### config.mk
export PLATFORM = sky130hd
export DESIGN_NAME = capcom_unit
export DESIGN_NICKNAME = d
export VERILOG_FILES = /design/src/rtl/capcom_pkg.sv /design/src/rtl/timer_if.sv /design/src/rtl/capcom_unit.sv /design/src/rtl/capcom_timer.sv
export VERILOG_INCLUDE_DIRS = /design/src /design/src/rtl
export SDC_FILE = /design/constraint.sdc
export NUM_CORES = 2
export LEC_CHECK = 0
export BUFFER_PORTS_ARGS = -buffer_cell sky130_fd_sc_hd__buf_2
export CORE_MARGIN = 2
export CORE_UTILIZATION = 40
export CTS_BUF_LIST = sky130_fd_sc_hd__clkbuf_4
export CTS_CLUSTER_DIAMETER = 50
export DETAILED_ROUTE_END_ITERATION = 7
export PLACE_DENSITY = 0.63
export SYNTH_ARGS = -nofsm -noshare
export SYNTH_HDL_FRONTEND = slang
export SYNTH_SLANG_ARGS = --single-unit
### constraint.sdc
create_clock -name pclk -period 2.75 [get_ports pclk]
set_input_delay 0.55 -clock pclk [delete_from_list [all_inputs] [get_ports pclk]]
set_output_delay 0.55 -clock pclk [all_outputs]
set_load 0.02 [all_outputs]
### src/rtl/capcom_defines.svh
`ifndef CAPCOM_DEFINES_SVH
`define CAPCOM_DEFINES_SVH

// Byte offsets on the APB window (paddr[9:0])
`define CC_VAL_BASE    10'h000
`define CC_CFG_BASE    10'h080
`define CC_TCTL_BASE   10'h100
`define CC_TCNT_BASE   10'h110
`define CC_TREL_BASE   10'h120
`define CC_STAT_OFS    10'h130
`define CC_CLR_OFS     10'h134
`define CC_IEN_OFS     10'h138
`define CC_GCTL_OFS    10'h13c
`define CC_END_OFS     10'h140

// Channel configuration fields
`define CFG_MODE_LSB   0
`define CFG_MODE_MSB   2
`define CFG_TSEL_BIT   3
`define CFG_EDGE_LSB   4
`define CFG_EDGE_MSB   5
`define CFG_SINGLE_BIT 6

// Timer control fields and clock selections
`define TCTL_RUN_BIT   0
`define TCTL_SEL_LSB   1
`define TCTL_SEL_MSB   3
`define SEL_GP2        3'h6
`define SEL_EXT        3'h7
`define GCTL_STAG_BIT  0

// Staggered mode: one slot out of eight
`define STAG_SLOT      3'h7

// Reset values
`define CFG_RST        7'h00
`define TCTL_RST       4'h0
`define TIMER_RST      16'h0000

`endif

### src/rtl/capcom_pkg.sv
package capcom_pkg;

  typedef enum logic [2:0] {
    M_OFF  = 3'h0,
    M_CAP  = 3'h1,
    M_DBL  = 3'h2,
    M_CMP0 = 3'h4,
    M_CMP1 = 3'h5,
    M_CMP2 = 3'h6,
    M_CMP3 = 3'h7
  } mode_t;

  typedef struct packed {
    logic       single;
    logic [1:0] edge_sel;
    logic       tsel;
    mode_t      mode;
  } chcfg_t;

  typedef struct packed {
    logic [2:0] sel;
    logic       run;
  } tcfg_t;

  typedef struct packed {
    logic [15:0] cnt;
    logic        upd;
    logic        ovf;
  } tmr_state_t;

endpackage

### src/rtl/timer_if.sv
interface timer_if;
  logic        tick;
  logic        ld;
  logic [15:0] ld_val;
  logic [15:0] rel;
  logic [15:0] cnt;
  logic        upd;
  logic        ovf;

  modport ctrl (output tick, ld, ld_val, rel, input cnt, upd, ovf);
  modport tmr  (input tick, ld, ld_val, rel, output cnt, upd, ovf);
endinterface

### src/rtl/capcom_unit.sv
// Function
// - Thirty-two channels; one-cycle resolution, eight cycles when staggered.
// - Two 16-bit reloadable timers per array, four in total.
// - Timer clock: prescaled system clock or general timer six overflow.
// - First timer of each array may count external input rising edges.
// - Sixteen channels per array; each picks a timer and capture/compare.
// - Twelve second-array channels own a pin for capture or output.
// - Compare mode 0: interrupt on every match.
// - Compare mode 1: pin toggles on every match.
// - Compare mode 2: at most one interrupt per timer period.
// - Compare mode 3: pin set on match, cleared on overflow.
// - Double register mode: two channels toggle one shared pin.
// - Single event option disables the channel after its first event.
// - Capture latches the allocated timer on a pin event.
// - Each capture raises that channel's own interrupt request.
// - Capture edge selectable: rising, falling or both.
// - Compare channels checked at every count; match runs mode action.
`include "capcom_defines.svh"

module capcom_unit (
  input  wire logic        pclk,
  input  wire logic        presetn,
  input  wire logic        psel,
  input  wire logic        penable,
  input  wire logic        pwrite,
  input  wire logic [9:0]  paddr,
  input  wire logic [31:0] pwdata,
  output logic      [31:0] prdata,
  output logic             pready,
  output logic             pslverr,
  input  wire logic [11:0] cc_pin_in,
  input  wire logic [1:0]  ext_count_in,
  input  wire logic        gp2_timer_six_ovf,
  output logic      [11:0] cc_pin_out,
  output logic      [11:0] cc_pin_oe,
  output logic             irq
);

  typedef struct packed {
    logic [31:0][15:0]             val;
    capcom_pkg::chcfg_t [31:0]     cfg;
    logic [3:0][15:0]              rel;
    capcom_pkg::tcfg_t [3:0]       tcfg;
    logic [31:0]                   done;
    logic [31:0]                   st;
    logic [31:0]                   en;
    logic                          stag;
    logic [4:0]                    pre;
    logic [11:0]                   s1;
    logic [11:0]                   s2;
    logic [11:0]                   s3;
    logic [1:0]                    e1;
    logic [1:0]                    e2;
    logic [1:0]                    e3;
    logic [11:0]                   pin;
    logic [11:0]                   oe;
    logic                          irq;
    logic                          pready;
    logic                          pslverr;
    logic [31:0]                   prdata;
  } state_t;

  state_t      s_q;
  state_t      s_d;

  timer_if     tif[4] ();

  logic [3:0]  tick;
  logic [3:0]  ld;
  logic [3:0][15:0] cnt;
  logic [3:0]  upd;
  logic [3:0]  ovf;
  logic        wr;
  logic        hit;
  logic [31:0] clr;
  logic [31:0] ev;
  logic [31:0] cap_ev;
  logic [31:0] cmp_ev;
  logic [4:0]  mask;
  logic        src;
  logic [1:0]  t;
  logic        rise;
  logic        fall;
  logic        m;
  int          p;

  for (genvar g = 0; g < 4; g++)
  begin : g_tmr
    assign tif[g].tick   = tick[g];
    assign tif[g].ld     = ld[g];
    assign tif[g].ld_val = pwdata[15:0];
    assign tif[g].rel    = s_q.rel[g];
    assign cnt[g]        = tif[g].cnt;
    assign upd[g]        = tif[g].upd;
    assign ovf[g]        = tif[g].ovf;
    capcom_timer #(.W(16)) u_tmr (
      .pclk    (pclk),
      .presetn (presetn),
      .tif     (tif[g])
    );
  end

  always_comb
  begin
    s_d    = s_q;
    clr    = 32'h0;
    ev     = 32'h0;
    cap_ev = 32'h0;
    cmp_ev = 32'h0;
    tick   = 4'h0;
    ld     = 4'h0;
    hit    = 1'b0;
    mask   = 5'h0;
    src    = 1'b0;
    t      = 2'h0;
    rise   = 1'b0;
    fall   = 1'b0;
    m      = 1'b0;
    p      = 0;
    wr     = psel & penable & s_q.pready & pwrite & ~s_q.pslverr;

    // Pin and count inputs cross in through two flops
    s_d.s1  = cc_pin_in;
    s_d.s2  = s_q.s1;
    s_d.s3  = s_q.s2;
    s_d.e1  = ext_count_in;
    s_d.e2  = s_q.e1;
    s_d.e3  = s_q.e2;
    s_d.pre = s_q.pre + 5'h01;

    for (int i = 0; i < 4; i++)
    begin
      if (s_q.tcfg[i].sel == `SEL_GP2)
        src = gp2_timer_six_ovf;
      else if (s_q.tcfg[i].sel == `SEL_EXT)
        src = (i % 2 == 0) && s_q.e2[i/2] && !s_q.e3[i/2];
      else
      begin
        mask = 5'((32'h1 << s_q.tcfg[i].sel) - 32'h1);
        src  = (s_q.pre & mask) == mask;
        // Staggered: internal clock ticks at most once in eight cycles
        if (s_q.stag && s_q.pre[2:0] != `STAG_SLOT)
          src = 1'b0;
      end
      tick[i] = s_q.tcfg[i].run & src;
    end

    // APB: decode in setup, answer from flops in the access cycle
    s_d.pready  = psel & ~penable;
    s_d.pslverr = 1'b0;
    s_d.prdata  = 32'h0;
    if (psel && !penable)
    begin
      if (paddr[1:0] != 2'h0 || paddr >= `CC_END_OFS)
        s_d.pslverr = 1'b1;
      else if (paddr < `CC_CFG_BASE)
        s_d.prdata = {16'h0, s_q.val[paddr[6:2]]};
      else if (paddr < `CC_TCTL_BASE)
        s_d.prdata = {25'h0, s_q.cfg[paddr[6:2]]};
      else if (paddr < `CC_TCNT_BASE)
        s_d.prdata = {28'h0, s_q.tcfg[paddr[3:2]]};
      else if (paddr < `CC_TREL_BASE)
        s_d.prdata = {16'h0, cnt[paddr[3:2]]};
      else if (paddr < `CC_STAT_OFS)
        s_d.prdata = {16'h0, s_q.rel[paddr[3:2]]};
      else if (paddr == `CC_STAT_OFS)
        s_d.prdata = s_q.st;
      else if (paddr == `CC_IEN_OFS)
        s_d.prdata = s_q.en;
      else if (paddr == `CC_GCTL_OFS)
        s_d.prdata = {31'h0, s_q.stag};
    end

    if (wr)
    begin
      if (paddr < `CC_CFG_BASE)
        s_d.val[paddr[6:2]] = pwdata[15:0];
      else if (paddr < `CC_TCTL_BASE)
        s_d.cfg[paddr[6:2]] =
          capcom_pkg::chcfg_t'(pwdata[`CFG_SINGLE_BIT:0]);
      else if (paddr < `CC_TCNT_BASE)
        s_d.tcfg[paddr[3:2]] = pwdata[`TCTL_SEL_MSB:0];
      else if (paddr < `CC_TREL_BASE)
        ld[paddr[3:2]] = 1'b1;
      else if (paddr < `CC_STAT_OFS)
        s_d.rel[paddr[3:2]] = pwdata[15:0];
      else if (paddr == `CC_CLR_OFS)
        clr = pwdata;
      else if (paddr == `CC_IEN_OFS)
        s_d.en = pwdata;
      else if (paddr == `CC_GCTL_OFS)
        s_d.stag = pwdata[`GCTL_STAG_BIT];
    end

    for (int c = 0; c < 32; c++)
    begin
      t = {c[4], s_q.cfg[c].tsel};
      // Matches count only on the cycle after the timer moved
      m = upd[t] && cnt[t] == s_q.val[c];
      if (ovf[t])
        s_d.done[c] = 1'b0;
      // Only second-array channels 16..27 have a pin
      hit = c >= 16 && c < 28;
      p   = hit ? c - 16 : 0;
      rise = hit && s_q.s2[p] && !s_q.s3[p];
      fall = hit && !s_q.s2[p] && s_q.s3[p];
      unique case (s_q.cfg[c].mode)
        capcom_pkg::M_CAP:
        begin
          cap_ev[c] = (s_q.cfg[c].edge_sel[0] && rise) ||
                      (s_q.cfg[c].edge_sel[1] && fall);
          if (cap_ev[c])
            s_d.val[c] = cnt[t];
        end
        capcom_pkg::M_CMP0:
          cmp_ev[c] = m;
        capcom_pkg::M_CMP1:
        begin
          cmp_ev[c] = m;
          if (m && hit)
            s_d.pin[p] = ~s_d.pin[p];
        end
        capcom_pkg::M_CMP2:
          cmp_ev[c] = m && !s_q.done[c];
        capcom_pkg::M_CMP3:
        begin
          cmp_ev[c] = m && !s_q.done[c];
          if (hit && cmp_ev[c])
            s_d.pin[p] = 1'b1;
          else if (hit && ovf[t])
            s_d.pin[p] = 1'b0;
        end
        capcom_pkg::M_DBL:
        begin
          cmp_ev[c] = m;
          if (m && c >= 16)
            s_d.pin[c % 8] = ~s_d.pin[c % 8];
        end
        default:
          cmp_ev[c] = 1'b0;
      endcase
      if (cmp_ev[c])
        s_d.done[c] = 1'b1;
      if ((cmp_ev[c] || cap_ev[c]) && s_q.cfg[c].single)
        s_d.cfg[c].mode = capcom_pkg::M_OFF;
    end
    ev = cap_ev | cmp_ev;

    for (int q = 0; q < 12; q++)
    begin
      s_d.oe[q] = s_d.cfg[16+q].mode inside
        {capcom_pkg::M_CMP1, capcom_pkg::M_CMP3, capcom_pkg::M_DBL};
      if (q < 8 && s_d.cfg[24+q].mode == capcom_pkg::M_DBL)
        s_d.oe[q] = 1'b1;
    end

    // A new event wins over a clear in the same cycle
    s_d.st  = (s_q.st & ~clr) | ev;
    s_d.irq = |(s_d.st & s_d.en);
  end

  always_ff @(posedge pclk or negedge presetn)
  begin
    if (!presetn)
    begin
      s_q      <= '0;
      s_q.cfg  <= {32{`CFG_RST}};
      s_q.tcfg <= {4{`TCTL_RST}};
    end
    else
      s_q <= s_d;
  end

  assign prdata     = s_q.prdata;
  assign pready     = s_q.pready;
  assign pslverr    = s_q.pslverr;
  assign cc_pin_out = s_q.pin;
  assign cc_pin_oe  = s_q.oe;
  assign irq        = s_q.irq;
endmodule

### src/rtl/capcom_timer.sv
`include "capcom_defines.svh"

module capcom_timer #(
  parameter int W = 16
) (
  input  wire logic pclk,
  input  wire logic presetn,
  timer_if.tmr      tif
);

  if (W != 16)
  begin : g_bad_width
    $error("capcom_timer supports W = 16 only");
  end

  capcom_pkg::tmr_state_t s_q;
  capcom_pkg::tmr_state_t s_d;

  always_comb
  begin
    s_d     = s_q;
    s_d.upd = 1'b0;
    s_d.ovf = 1'b0;
    if (tif.ld)
      s_d.cnt = tif.ld_val;
    else if (tif.tick)
    begin
      s_d.upd = 1'b1;
      if (&s_q.cnt)
      begin
        s_d.cnt = tif.rel;
        s_d.ovf = 1'b1;
      end
      else
        s_d.cnt = s_q.cnt + 16'h0001;
    end
  end

  always_ff @(posedge pclk or negedge presetn)
  begin
    if (!presetn)
      s_q <= '{cnt: `TIMER_RST, upd: 1'b0, ovf: 1'b0};
    else
      s_q <= s_d;
  end

  assign tif.cnt = s_q.cnt;
  assign tif.upd = s_q.upd;
  assign tif.ovf = s_q.ovf;
endmodule

==> impl_metrics.yaml <==
clock_tree:
  insertion_delay_ns: 1.45
  cts_max_path_buffers: 4
  numCtsBuffers: 329
  clk_pin_slew_ns: 0.08
  cts_tree: "built"
  cts_sinks: 1091
  htree_levels: 5
  cts-root-buf: "clkbuf_4"
layout:
  layout_common_cells: "dfrtp_1 (1073), buf_4 (1036), mux2_2 (608)"
  nets: 7530
  drive_gt1_frac: 0.390
  fin_util: 0.519
  n_fill_cell: 14700
  final_common_cell: "dfrtp_1"
  area_delta_synth_final_pct: 29.3
worst_setup_path:
  endpoint: "irq"
  rr_worst_depth: 11
  cp_max_fo: 8
  crit_start: "g_tmr[2].u_tmr.tif.cnt[4]"
  reg2reg_slack_ns: -0.26
  crit_type: "flip-flop to flip-flop"
  cp.arrival_ns: 4.28
  r2r-start: "g_tmr[2].u_tmr.tif.cnt[4]"
  required_ns: 4.02
  crit_path_start_kind: "flip-flop"
  cp-end-kind: "flip-flop"
  r2r-end: "irq"
route:
  wire_per_inst_um: 31.7
  viasPerCell: 6.17
  drc: 0
  num_vias: 61000
  firstDrtPassIters: 6
  drt_iter0_markers: 8032
  ant_nets: 0
  wl_mm: 313
grt:
  grt_use_total: 0.359
  grt_pass1_vias: 59400
  antenna_found_initial: 26
  overflow: 0
  grt_pass1_wl_mm: 437
  grt_max_degree: 112
logic_synthesis:
  synth_cell_types: 77
  postSynthCellCount: 6267
  ys_dominant_reg_cell: "dfrtp_1"
  synth_largest_area_cell: "dfrtp_1"
  netlist_top_cells_area: "dfrtp_1 (41%), mux2_2 (10%), mux2i_1 (9.9%), mux4_2 (7.5%), xnor2_1 (5.1%)"
  synth_edf_count: 0
  synth_top_area_frac: 0.409
  ys_async_sr_fraction: 1.00
  synthesis.area_mm2: 0.0668
  seq_area_frac_synth: 0.409
  ys_ff_latch: 1091
  syn-num-nets: 6335
  yosys_warnings: 0
  avgSynthCellArea_um2: 10.7
timing:
  relSlewSlack: 0.231
  grt_setup_unrepaired: "yes"
  period_share: 1.10
  hold_viol_final: 0
  slew_violations: 0
  max_clock_freq_mhz: 332
  fin_skew_ns: 0.141
  period_needed_ns: 3.01
  setup_viol: 5
  setup_ws_ns: -0.263
  worst_pin_slew_ns: 1.15
power_and_ir_drop:
  clockPowerShare: 0.402
  pwr-share-seq: 0.426
  ir_drop_mv: 0.402
  p_leak_nw: 38.2
  p_switching_w: 0.0119
  power.density_mw_per_mm2: 446
  comb_power_share: 0.172
  swShare: 0.308
  p_int_w: 0.0267
  p_total_w: 0.0385
flow_run:
  maxCapViolCount: 0
floorplan:
  core_area_mm2: 0.166
  ios: 121
  fp.dieH_um: 413
  rows: 150
  dieWidth_um: 413
  start_util: 0.401
  die-area_mm2: 0.170
placed_design:
  dpl.hpwl_mm: 229
  io_buffer_count: 120
  gp_congestion: 1.04
status:
  violations: "negative setup slack"
  status: "complete, but fails checks"
min_path:
  hold_class: "input port to flip-flop"
cells by family (layout without fill, tap and decap cells):
group | after synthesis | in the layout | synth area share
compound gates | 1079 | 1079 | 0.0996
xor+xnor | 520 | 520 | 0.0681
fa+ha+maj | 6 | 6 | 0.00112
buf+inv | 680 | 2076 | 0.0432
flops | 1091 | 1091 | 0.409
mux | 1496 | 1496 | 0.277
other cells | 0 | 12 | 0
simple gates | 1395 | 1395 | 0.102
worst max-delay path: stages, from the launching register on:
cell       delay (ns)
dfrtp_1          0.35
buf_4            0.32
mux2i_1          0.17
xnor2_1          0.42
a2111oi_2        0.12
nand4_1          0.12
buf_4            0.18
nor2_2           0.06
buf_4            0.17
a221oi_4         0.32
nand4_1          0.15
or4_4            0.50
power groups by stage:
stage / Clock, W / Combinational (W) / Sequential, W
5_1_grt: 0.0166 / 0.00682 / 0.0164
3_3_place_gp: 0 / 0.00589 / 0.0167
3_5_place_dp: 0 / 0.00591 / 0.0167
2_1_floorplan: 0 / 0.00250 / 0.0166
4_1_cts: 0.0157 / 0.00614 / 0.0164
6_report: 0.0155 / 0.00664 / 0.0164
metrics by stage:
stage | area (um^2) | setup TNS, ns | worst slack, ns | hold slack [ns] | cells
floorplan | 66800 | -0.872 | -0.211 | 0.254 | 6267
global placement | 78900 | -25.42 | -0.879 | 0.334 | 9165
detailed placement | 78900 | -26.26 | -0.895 | 0.337 | 9165
CTS | 84600 | -0.608 | -0.232 | 0.000607 | 9820
global route | 86400 | -1.36 | -0.339 | 0.0610 | 9873
finish | 86400 | -0.456 | -0.263 | 0.0140 | 9879
cell type report:
class | count | area [um^2] | area share
diodes | 12 | 30.0 | 0.000348
clock buffers | 453 | 3400 | 0.0394
clock inverters | 79 | 389 | 0.00450
inverters | 67 | 251 | 0.00291
multi-input cells | 4496 | 38400 | 0.445
flip-flops and latches | 1091 | 27300 | 0.316
well taps | 2204 | 2760 | 0.0319
repair buffers | 1477 | 13800 | 0.160
per-layer routing:
metal | share of wire | GRT usage
met4 | 0.074 | 0.231
met1 | 0.39 | 0.473
met2 | 0.42 | 0.512
met3 | 0.12 | 0.108
met5 | 0.00040 | 0
sequential cells by signal, indices dropped and copies added (netlist names), 12 cells and up:
register             cells
cc_pin_oe               12
s_q                    868
g_tmr.u_tmr.tif.cnt     64
cc_pin_out              12
tif.rel                 64
prdata                  32
s_d                     28
cell usage after synthesis (50+ instances only):
cell / count
o21ai_0: 198
mux2_2: 609
mux2i_1: 662
buf_2: 82
nor2b_1: 73
a21oi_1: 389
inv_1: 67
dfrtp_1: 1091
nand2_1: 422
nand4_1: 50
nand3_1: 141
xnor2_1: 389
nor4_1: 112
nor2_1: 318
a211oi_1: 122
buf_1: 56
xor2_1: 131
nor3_1: 65
mux4_2: 224
buf_4: 59
clkbuf_1: 415
o22ai_1: 77
worst min-delay path by stage:
stage | start | end | slack, ns | depth (start not counted)
finish | paddr[6] | s_q[142] | 0.01 | 8
global route | paddr[6] | s_q[142] | 0.06 | 8
CTS | paddr[7] | s_q[121] | 0.0006 | 7
detailed placement | s_d[88] | s_d[76] | 0.34 | 0
global placement | s_d[84] | s_d[72] | 0.33 | 0
floorplan | presetn | cc_pin_oe[0] | 0.25 | 0
repair_timing:
action / 4_1_cts / 5_1_grt
endpoints found under the hold margin: 1504 / 1
endpoints found under the setup margin: 59 / 171
gates cloned: 2 / 7
gates resized for setup: 135 / 241
hold buffers: 96 / 2
pin swaps: 25 / 50
buffers inserted: 25 / 41
(Power assumes the default switching activity.)
